$ cat src/prbs_stat_pkg.sv
package prbs_stat_pkg;
  // Bus geometry
  localparam int ADDR_W = 12;
  localparam int DATA_W = 32;
  localparam int REG_W = 16;
  localparam int IDX_W = 10;
  localparam int IDX_LSB = 2;

  // Register indices, byte address is four times the index
  localparam logic [IDX_W-1:0] IDX_BYTE_COUNT = 10'h11c;
  localparam logic [IDX_W-1:0] IDX_PKT_LOW = 10'h11d;
  localparam logic [IDX_W-1:0] IDX_PKT_HIGH = 10'h11e;
  localparam logic [IDX_W-1:0] IDX_STATUS = 10'h11f;
  localparam logic [IDX_W-1:0] IDX_ERR_OV = 10'h120;
  localparam logic [IDX_W-1:0] IDX_ERR_PKT_LOW = 10'h121;
  localparam logic [IDX_W-1:0] IDX_CONTROL = 10'h130;
  localparam logic [IDX_W-1:0] IDX_IRQ_STATUS = 10'h131;
  localparam logic [IDX_W-1:0] IDX_IRQ_MASK = 10'h132;

  // Counter widths
  localparam int PKT_W = 32;
  localparam int BYTE_W = 16;
  localparam int ERR_W = 8;
  localparam int ERR_OV_W = 8;
  localparam int ERR_PKT_W = 32;

  // Status word fields
  localparam int BIT_SNAPSHOT = 0;
  localparam int BIT_SNAP_CLEAR = 1;
  localparam int BIT_LOCK = 8;
  localparam int BIT_BYTE_OV = 9;
  localparam int BIT_PKT_OV = 10;
  localparam int BIT_GEN_BUSY = 11;
  localparam int BIT_GEN_DONE = 12;
  localparam int BIT_SYNC_SEEN = 13;

  // Control register fields
  localparam int BIT_CONTINUOUS = 0;
  localparam logic RESET_CONTINUOUS = 1'b0;

  // Interrupt status and mask layout
  localparam int IRQ_W = 4;
  localparam int IRQ_PKT_OV = 0;
  localparam int IRQ_BYTE_OV = 1;
  localparam int IRQ_GEN_DONE = 2;
  localparam int IRQ_SYNC = 3;
endpackage : prbs_stat_pkg

$ cat src/prbs_checker_status_counters.sv
// Added by the designer: the APB register port.
`timescale 1ns/1ns
// How it works
// - Upper packet count half readable read-only
// - Status write bit0 snapshots all counters
// - Status write bit1 snapshots, clears counters, flags
// - Single mode: packet counter stops at full
// - Errored-bit count eight bits, saturates single mode
// - Packet overflow flag sticks until lock-clear
// - Byte overflow flag sticks until lock-clear
// - Lock bit follows checker synchronisation
// - Busy bit follows packet generator activity
// - Done bit set after all packets sent
// - Sticky sync bit, software writes zero clears
// - Error overflow count saturates, snapshot captured
// - Error overflow count idle in single mode
// - Lower errored-packet count readable, snapshot frozen
// - Continuous wraps with pulse, single halts counting
// - Lower packet count half readable, snapshot frozen
module prbs_checker_status_counters
  import prbs_stat_pkg::*;
(
  input wire logic i_clk_sys,
  input wire logic i_resetn,
  input wire logic i_psel,
  input wire logic i_penable,
  input wire logic i_pwrite,
  input wire logic [ADDR_W-1:0] i_paddr,
  input wire logic [DATA_W-1:0] i_pwdata,
  output logic [DATA_W-1:0] o_prdata,
  output logic o_pready,
  output logic o_pslverr,
  input wire logic i_rx_packet,
  input wire logic i_rx_packet_errored,
  input wire logic i_rx_byte,
  input wire logic i_bit_error,
  input wire logic i_checker_locked,
  input wire logic i_gen_busy,
  input wire logic i_gen_done,
  output logic o_irq
);
  typedef struct packed {
    logic pready;
    logic pslverr;
    logic [DATA_W-1:0] prdata;
    logic continuous;
    logic [PKT_W-1:0] snap_pkt;
    logic [BYTE_W-1:0] snap_byte;
    logic [ERR_W-1:0] snap_err;
    logic [ERR_OV_W-1:0] snap_err_ov;
    logic [ERR_PKT_W-1:0] snap_err_pkt;
    logic [ERR_OV_W-1:0] err_ov;
    logic packet_counter_overflowed;
    logic byte_counter_overflowed;
    logic gen_done;
    logic sync_seen;
    logic lock_prev;
    logic [IRQ_W-1:0] irq_status;
    logic [IRQ_W-1:0] irq_mask;
    logic irq;
  } stat_state_t;

  stat_state_t state;
  stat_state_t next_state;

  function automatic logic reg_hit(input logic [ADDR_W-1:0] addr, input logic [IDX_W-1:0] idx);
    return addr[ADDR_W-1:IDX_LSB] == idx;
  endfunction : reg_hit

  logic access;
  logic wr_status;
  logic do_snapshot;
  logic do_clear;
  logic halted;
  logic pkt_ov_evt;
  logic byte_ov_evt;
  logic lock_rise;
  logic [IRQ_W-1:0] irq_evt;
  logic [PKT_W-1:0] pkt_count;
  logic [BYTE_W-1:0] byte_count;
  logic [ERR_W-1:0] err_count;
  logic [ERR_PKT_W-1:0] err_pkt_count;
  logic pkt_max;
  logic byte_max;
  logic err_max;
  logic err_pkt_max;
  logic pkt_wrap;
  logic byte_wrap;
  logic err_wrap;

  assign access = i_psel & i_penable & state.pready;
  assign wr_status = access & i_pwrite & reg_hit(i_paddr, IDX_STATUS);
  assign do_snapshot = wr_status & (i_pwdata[BIT_SNAPSHOT] | i_pwdata[BIT_SNAP_CLEAR]);
  assign do_clear = wr_status & i_pwdata[BIT_SNAP_CLEAR];
  // Single mode: any live counter at full scale stops all counting
  assign halted = !state.continuous & (pkt_max | byte_max | err_max | err_pkt_max);
  // Full scale ends with a lock-and-clear, so it raises no flag in that cycle
  assign pkt_ov_evt = pkt_wrap | (!state.continuous & pkt_max & ~do_clear);
  assign byte_ov_evt = byte_wrap | (!state.continuous & byte_max & ~do_clear);
  assign lock_rise = i_checker_locked & ~state.lock_prev;

  always_comb begin
    irq_evt = '0;
    irq_evt[IRQ_PKT_OV] = pkt_ov_evt & ~state.packet_counter_overflowed;
    irq_evt[IRQ_BYTE_OV] = byte_ov_evt & ~state.byte_counter_overflowed;
    irq_evt[IRQ_GEN_DONE] = i_gen_done;
    irq_evt[IRQ_SYNC] = lock_rise;
  end

  sat_counter #(.WIDTH(PKT_W)) u_pkt_counter (
    .i_clk_sys(i_clk_sys),
    .i_resetn(i_resetn),
    .i_inc(i_rx_packet & ~halted),
    .i_clear(do_clear),
    .i_continuous(state.continuous),
    .o_count(pkt_count),
    .o_at_max(pkt_max),
    .o_wrap(pkt_wrap)
  );

  sat_counter #(.WIDTH(BYTE_W)) u_byte_counter (
    .i_clk_sys(i_clk_sys),
    .i_resetn(i_resetn),
    .i_inc(i_rx_byte & ~halted),
    .i_clear(do_clear),
    .i_continuous(state.continuous),
    .o_count(byte_count),
    .o_at_max(byte_max),
    .o_wrap(byte_wrap)
  );

  sat_counter #(.WIDTH(ERR_W)) u_err_counter (
    .i_clk_sys(i_clk_sys),
    .i_resetn(i_resetn),
    .i_inc(i_bit_error & ~halted),
    .i_clear(do_clear),
    .i_continuous(state.continuous),
    .o_count(err_count),
    .o_at_max(err_max),
    .o_wrap(err_wrap)
  );

  sat_counter #(.WIDTH(ERR_PKT_W)) u_err_pkt_counter (
    .i_clk_sys(i_clk_sys),
    .i_resetn(i_resetn),
    .i_inc(i_rx_packet_errored & ~halted),
    .i_clear(do_clear),
    .i_continuous(state.continuous),
    .o_count(err_pkt_count),
    .o_at_max(err_pkt_max),
    .o_wrap()
  );

  always_comb begin
    next_state = state;
    next_state.lock_prev = i_checker_locked;
    // One wait state, then the access completes
    next_state.pready = i_psel & i_penable & ~state.pready;
    next_state.pslverr = 1'b0;
    if (i_psel && i_penable && !state.pready) begin
      next_state.prdata = '0;
      unique case (i_paddr[ADDR_W-1:IDX_LSB])
        IDX_BYTE_COUNT: next_state.prdata[BYTE_W-1:0] = state.snap_byte;
        IDX_PKT_LOW: next_state.prdata[REG_W-1:0] = state.snap_pkt[REG_W-1:0];
        IDX_PKT_HIGH: next_state.prdata[REG_W-1:0] = state.snap_pkt[PKT_W-1:REG_W];
        IDX_STATUS: begin
          next_state.prdata[ERR_W-1:0] = state.snap_err;
          next_state.prdata[BIT_LOCK] = i_checker_locked;
          next_state.prdata[BIT_BYTE_OV] = state.byte_counter_overflowed;
          next_state.prdata[BIT_PKT_OV] = state.packet_counter_overflowed;
          next_state.prdata[BIT_GEN_BUSY] = i_gen_busy;
          next_state.prdata[BIT_GEN_DONE] = state.gen_done;
          next_state.prdata[BIT_SYNC_SEEN] = state.sync_seen;
        end
        IDX_ERR_OV: next_state.prdata[ERR_OV_W-1:0] = state.snap_err_ov;
        IDX_ERR_PKT_LOW: next_state.prdata[REG_W-1:0] = state.snap_err_pkt[REG_W-1:0];
        IDX_CONTROL: next_state.prdata[BIT_CONTINUOUS] = state.continuous;
        IDX_IRQ_STATUS: next_state.prdata[IRQ_W-1:0] = state.irq_status;
        IDX_IRQ_MASK: next_state.prdata[IRQ_W-1:0] = state.irq_mask;
        default: next_state.pslverr = 1'b1;
      endcase
    end
    // Frozen copies change only on a snapshot command
    if (do_snapshot) begin
      next_state.snap_pkt = pkt_count;
      next_state.snap_byte = byte_count;
      next_state.snap_err = err_count;
      next_state.snap_err_ov = state.err_ov;
      next_state.snap_err_pkt = err_pkt_count;
    end
    // Overflow count: saturating, active only in continuous mode
    if (do_clear) begin
      next_state.err_ov = '0;
    end else if (state.continuous && err_wrap && !(&state.err_ov)) begin
      next_state.err_ov = ERR_OV_W'(state.err_ov + 1'b1);
    end
    // Overflow flags: sticky until a lock-and-clear
    next_state.packet_counter_overflowed = (state.packet_counter_overflowed & ~do_clear)
      | pkt_ov_evt;
    next_state.byte_counter_overflowed = (state.byte_counter_overflowed & ~do_clear)
      | byte_ov_evt;
    // Done until the generator starts another run
    next_state.gen_done = (state.gen_done & ~i_gen_busy) | i_gen_done;
    next_state.sync_seen = (state.sync_seen & ~(wr_status & ~i_pwdata[BIT_SYNC_SEEN]))
      | lock_rise;
    if (access && i_pwrite && reg_hit(i_paddr, IDX_CONTROL)) begin
      next_state.continuous = i_pwdata[BIT_CONTINUOUS];
    end
    if (access && i_pwrite && reg_hit(i_paddr, IDX_IRQ_MASK)) begin
      next_state.irq_mask = i_pwdata[IRQ_W-1:0];
    end
    if (access && i_pwrite && reg_hit(i_paddr, IDX_IRQ_STATUS)) begin
      next_state.irq_status = state.irq_status & ~i_pwdata[IRQ_W-1:0];
    end
    next_state.irq_status = next_state.irq_status | irq_evt;
    next_state.irq = |(state.irq_status & state.irq_mask);
  end

  always_ff @(posedge i_clk_sys) begin
    if (!i_resetn) begin
      state <= '0;
      state.continuous <= RESET_CONTINUOUS;
    end else begin
      state <= next_state;
    end
  end

  assign o_prdata = state.prdata;
  assign o_pready = state.pready;
  assign o_pslverr = state.pslverr;
  assign o_irq = state.irq;
endmodule : prbs_checker_status_counters

$ cat src/sat_counter.sv
`timescale 1ns/1ns
module sat_counter #(
  parameter int WIDTH = 8
) (
  input wire logic i_clk_sys,
  input wire logic i_resetn,
  input wire logic i_inc,
  input wire logic i_clear,
  input wire logic i_continuous,
  output logic [WIDTH-1:0] o_count,
  output logic o_at_max,
  output logic o_wrap
);
  typedef struct packed {
    logic [WIDTH-1:0] count;
  } cnt_state_t;

  cnt_state_t state;
  cnt_state_t next_state;

  assign o_count = state.count;
  assign o_at_max = &state.count;
  assign o_wrap = i_inc & o_at_max & i_continuous & ~i_clear;

  // Wraps in continuous mode, holds at full scale in single mode
  always_comb begin
    next_state = state;
    if (i_clear) begin
      next_state.count = '0;
    end else if (i_inc && (!o_at_max || i_continuous)) begin
      next_state.count = WIDTH'(state.count + 1'b1);
    end
  end

  always_ff @(posedge i_clk_sys) begin
    if (!i_resetn) begin
      state <= '0;
    end else begin
      state <= next_state;
    end
  end
endmodule : sat_counter

$ cat config.mk
export PLATFORM = sky130hd
export DESIGN_NAME = prbs_checker_status_counters
export DESIGN_NICKNAME = d
export VERILOG_FILES = /design/src/prbs_stat_pkg.sv /design/src/prbs_checker_status_counters.sv /design/src/sat_counter.sv
export SDC_FILE = /design/constraint.sdc
export NUM_CORES = 1
export LEC_CHECK = 0
export BUFFER_PORTS_ARGS = -buffer_cell sky130_fd_sc_hd__clkbuf_2
export CAP_MARGIN = 0
export CORE_ASPECT_RATIO = 1.2
export CORE_UTILIZATION = 30
export CTS_CLUSTER_SIZE = 12
export DETAILED_ROUTE_END_ITERATION = 8
export GPL_ROUTABILITY_DRIVEN = 1
export PLACE_DENSITY_LB_ADDON = 0.3
export SKIP_CTS_REPAIR_TIMING = 1
export SLEW_MARGIN = 20
export SYNTH_ARGS = -nofsm -noshare
export SYNTH_HDL_FRONTEND = slang
export SYNTH_SLANG_ARGS = --single-unit
$ cat constraint.sdc
create_clock -name i_clk_sys -period 3 [get_ports i_clk_sys]
set_input_delay 0.3 -clock i_clk_sys [delete_from_list [all_inputs] [get_ports i_clk_sys]]
set_output_delay 0.3 -clock i_clk_sys [all_outputs]
set_load 0.02 [all_outputs]
### Yosys cells after proc, flatten, opt, wreduce, memory -nomap -nowiden

Cells that the tools add are included.

* register bits: 209
* bits of input ports: 56
* output and inout port bits: 35
* logic and storage cells: 132

* $add $sub $neg: 5
* equal/unequal tests: 9
* mux-type cells: 7
* bitwise gates (word level): 57
* reductions and logical operators: 32

Operator list (count)
* equality test 10 x 9 -> 1 bit (second input constant): 9
* adder 32 x 1 -> 32 bit (second input constant): 2
* AND reduction 32 bit: 2
* AND 1 bit: 33
* case mux 6 bit (5 select lines): 1
* case mux 3 bit (8 select lines): 1
* case mux 4 bit (6 select lines): 1
* adder 16 x 1 -> 16 bit (second input constant): 1
* adder 8 x 1 -> 8 bit (second input constant): 2
* AND reduction 16 bit: 1
* AND reduction 8 bit: 2
* logical AND 1 bit: 12
* NOT 1 bit: 10
* OR 1 bit: 10
* case mux 1 bit (9 select lines): 1
* OR reduction 9 bit: 1
* AND 4 bit: 2
* case mux 2 bit (4 select lines): 1
* logical NOT 1 bit: 7
* logical OR 1 bit: 4
* 2-to-1 mux 4 bit: 1
* NOT 4 bit: 1
* OR 4 bit: 1
* OR reduction 4 bit: 1
* other kinds (3): 3

### Logic depth before layout (Yosys ltp)

* depth in word-level cells: 13
* gate-level depth with buffers: 10

### Hierarchy

A second synthesis with hierarchy kept.

* cells, all modules: 1249
* area total of the unflattened synthesis: 10664.0 µm²

By module, submodules not included
* prbs_checker_status_counters: instances 1, cells each 674, area each 5959.5 µm²
* sat_counter at u_err_pkt_counter ...: instances 2, cells each 211, area each 1694.1 µm²
* sat_counter at u_byte_counter: instances 1, cells each 101, area each 854.6 µm²
* sat_counter at u_err_counter: instances 1, cells each 52, area each 461.7 µm²

### Worst setup path after synthesis

OpenSTA, ideal clock, no wires.

* path type: reg-to-reg
* start: register u_pkt_counter.state, in the netlist u_pkt_counter.o_count[0]
* end: register u_pkt_counter.state, in the netlist u_pkt_counter.o_count[26]
* library setup time: 0.070 ns
* data arrival time: 2.075 ns
* path slack: 0.855 ns
* stages on the path, launching flop included: 8
* buffers on the path: 0
* cells stage by stage: dfxtp_1 -> ha_1 -> nand4_1 -> nor3_1 -> and4_2 -> nand3_1 -> or3_2 -> a21oi_1

* word-level cells in the longest chain between the ends: 8
* elaborated cells on any way between the ends: 11
* those cells by class: add/sub: 1; bitwise: 6; reduce/logical: 4

Ends and longest elaborated chain
* start, declared: RTL line sat_counter.sv:18 `cnt_state_t state;`
* start signal, assigned: RTL line sat_counter.sv:39 `state <= next_state;`
* AND reduction 32 bit: RTL line sat_counter.sv:22 `assign o_at_max = &state.count;`
* OR 1 bit (3 in a row): RTL line prbs_checker_status_counters.sv:96 `assign halted = !state.continuous & (pkt_max | byte_max | err_max | err_pkt_max);`
* AND 1 bit: RTL line prbs_checker_status_counters.sv:96
* NOT 1 bit: RTL line prbs_checker_status_counters.sv:113 `.i_inc(i_rx_packet & ~halted),`
* AND 1 bit: RTL line prbs_checker_status_counters.sv:113
* logical AND 1 bit: RTL line sat_counter.sv:30 `end else if (i_inc && (!o_at_max || i_continuous)) begin`

Parallel ways exist; a longest one is shown, timed or not.
A chain may end at the register's enable or synchronous reset.

### Worst setup path after layout

* start: register u_byte_counter.state, in the netlist u_byte_counter.o_count[0]
* end: register u_pkt_counter.state, in the netlist u_pkt_counter.o_count[26]

* word-level cells in the longest chain between the ends: 8

Ends and longest elaborated chain (RTL line)
* start, declared: sat_counter.sv:18
* start signal, assigned: sat_counter.sv:39
* AND reduction 16 bit: sat_counter.sv:22
* OR 1 bit (3 in a row): prbs_checker_status_counters.sv:96
* AND 1 bit: prbs_checker_status_counters.sv:96
* NOT 1 bit: prbs_checker_status_counters.sv:113
* AND 1 bit: prbs_checker_status_counters.sv:113
* logical AND 1 bit: sat_counter.sv:30

No other way between the ends.

==> summary.txt <==
Setup path
  – Worst setup path end: u_pkt_counter.o_count[26]
  – RR Startpoint: u_byte_counter.o_count[0]
  – Worst Path Max Fanout: 26
  – Startpoint type of the worst setup path: flop
  – Setup crit start: u_byte_counter.o_count[0]
  – CP required: 3.43 ns
  – Critical path type: reg -> reg
  – Reg2reg path depth: 8
  – Critical Path AT: 3.09 ns
  – R2R setup slack: 0.34 ns
  – Worst Setup End Kind: flop
  – Worst R2R End: u_pkt_counter.o_count[26]

Layout
  – Register Area: 4180 sq um
  – Multi-input combinational cell area: 5080 sq um
  – Share of post-route cells with drive strength above 1: 10.8%
  – Final instance area: 11,000 sq um
  – P&R area growth vs syn: 11.9%
  – Layout net count: 1,238
  – Ant diodes: 0
  – # fillers: 3,357
  – Util after Layout: 34.1%

GRT
  – Vias in the first global route: 7,418
  – GRT Overall Usage: 14.9%
  – Grt ovf: 0
  – First-pass GRT wire length: 40,400 um
  – Initial antenna violation count: 0
  – Largest net degree at the start of global routing: 85

Clocking
  – Worst skew pair latency: 0.51 ns
  – Num CTS Buffers: 23
  – Htree depth: 1
  – CTS max path bufs: 3
  – TritonCTS clock tree: built
  – Clock Sinks: 209
  – CTS clk-pin slew, worst paths: 0.06 ns
  – Root Buffer: clkbuf_16

Die
  – Die area: 33,400 sq um
  – # rows: 72
  – DIE HEIGHT: 200 um
  – Starting Density: 30.5%
  – Overall die width: 167 um
  – Boundary Pins: 91
  – Core area: 32,200 sq um

Logic synthesis
  – Top_reg_cell synth: dfxtp_1
  – Synth Area per Inst: 8.37 sq um
  – Area share of the largest cell type after synthesis: 42.7%
  – Fraction of registers with async set/reset: 0%
  – Number of library cell types mapped by synthesis: 56
  – Post-synth EDFFs: 0
  – Yosys reg bits: 209
  – Post-synth top cells: 227 x nand2_1, 209 x dfxtp_1, 101 x nor2_1
  – Syn Std Cell Area: 9790 sq um
  – Sequential fraction of the synthesis area: 42.7%
  – Synth area leader: dfxtp_1
  – Most common cell in the synthesized netlist: nand2_1
  – Syn Inst Count: 1,170
  – Synth top area cells: dfxtp_1 43%, nand2_1 8.7%, a21boi_0 5.5%, xor2_1 5.4%, nor2_1 3.9%
  – Synth Warn #: 0

Power and ir drop
  – Max VDD drop: 0.282 mV
  – Total power: 5.76 mW
  – Leakage: 3.80 nW
  – Pwr per Cell Area: 526 nW/um^2

Timing
  – Pins Over Slew Limit: 0
  – Sum Neg Setup Slack: 0 ns
  – Worst setup margin: 0.341 ns
  – F_max: 0.376 GHz
  – Worst Max-Slew Pin Slew: 0.905 ns
  – Period utilization: 88.6%
  – Final setup violating endpoints: 0
  – Slew HR: 39.4%
  – Min cycle time layout: 2.66 ns
  – Final Hold Fails: 0
  – RSZ-0062 raised after global routing: false
  – Clock Skew: 0.0118 ns

Outcome
  – Status: completed

Placed design
  – Port-buffer cells: 45
  – Placed instance area: 10,200 sq um
  – RePlAce Congestion: 0.796
  – Hpwl dp: 17,100 um
  – Post-Place Worst Slack: 0.363 ns

Drt
  – DRT iter0 DRCs: 456
  – TritonRoute pass-1 iters: 4
  – Final wirelength: 24,600 um
  – Via count: 7,954
  – DRT antenna net count: 0
  – Via density: 4.98
  – Detail-routed net length per standard cell: 15.4 um
  – DRC: 0

Worst hold path
  – Worst min-delay path class: in -> reg

Flow run
  – MaxCap Viol Count: 0
## kinds of logic after synthesis
logic type      synth area share (%)
compound gates                  12.6
xor+xnor                        6.26
fa+ha+maj                      0.639
buf+inv                         6.21
flops                           42.7
mux                             3.96
other cells                   0.0383
simple gates                    27.5
## worst max-delay path: stages (launching register included)
cell	delay, ns
dfxtp_1	0.34
ha_1	0.25
and3_1	0.24
nand4_1	0.16
a31o_2	0.57
buf_4	0.29
nand3_1	0.13
or3_2	0.44
a21oi_1	0.16
## per-layer routing
metal / global-route usage [%] / wire, um
met1: 19.2 / 11400
met2: 26.3 / 11900
met3: 1.64 / 797
met4: 4.05 / 503
met5: 0 / 0
## registers in the layout (all words and copies together) (netlist names)
signal and cells:
o_pslverr 1, o_prdata 16, u_err_counter.o_count 8, u_byte_counter.o_count 16, u_pkt_counter.o_count 32, state 102
o_irq 1, o_pready 1, u_err_pkt_counter.o_count 32
## how the worst min path moves through the flow
| stage | cells past startpoint | to | startpoint |
|---|---|---|---|
| after CTS | 2 | state[11] | i_gen_done |
| after floorplan | 1 | state[9] | i_checker_locked |
| after detailed placement | 2 | state[95] | state[95] |
| after global placement | 2 | state[71] | state[71] |
| after global routing | 2 | state[11] | i_gen_done |
| final | 2 | state[11] | i_gen_done |
## through the flow
step                cells  hold WS (ns)
finish               1598        0.0465
CTS                  1598        0.0373
global route         1598        0.0609
global placement     1559         0.441
detailed placement   1559         0.446
floorplan            1185         0.422
## layout by cell type, fill, tap and decap left out, types with 6 or more instances in the layout
| cell type | Yosys | final |
|---|---|---|
| nand2_1 | 227 | 226 |
| and3_1 | 24 | 24 |
| o21ai_0 | 34 | 34 |
| mux4_2 | 11 | 11 |
| nor4_1 | 6 | 6 |
| nand4_1 | 45 | 45 |
| dfxtp_1 | 209 | 209 |
| and2_1 | 12 | 12 |
| clkbuf_16 | 0 | 23 |
| clkbuf_8 | 0 | 7 |
| nor3_1 | 7 | 7 |
| inv_1 | 12 | 12 |
| buf_4 | 36 | 23 |
| xor2_1 | 60 | 60 |
| nand3_1 | 72 | 72 |
| a21boi_1 | 12 | 12 |
| or3_1 | 16 | 16 |
| nor2_1 | 101 | 100 |
| mux2i_1 | 14 | 14 |
| and4_1 | 7 | 7 |
| nor2b_1 | 13 | 13 |
| xnor2_1 | 10 | 10 |
| a21oi_1 | 27 | 27 |
| clkbuf_2 | 0 | 44 |
| a21boi_0 | 72 | 72 |
| nor3b_1 | 12 | 12 |
| conb_1 | 1 | 16 |
| a221oi_1 | 14 | 14 |
## layout make-up
cell class / instances / area share, %
multi-input cells: 862 / 46.4
flip-flops and latches: 209 / 38.2
clock buffers: 35 / 6.30
well taps: 407 / 4.65
repair buffers: 69 / 3.81
inverters: 12 / 0.411
clock inverters: 4 / 0.251
## power by group
part	internal, mW	leakage (nW)	switching (mW)	total (mW)
logic	0.0859	1.76	0.162	0.248
clock network	1.58	0.356	1.11	2.69
registers	2.80	1.69	0.0230	2.82
(Power assumes the default switching activity.)
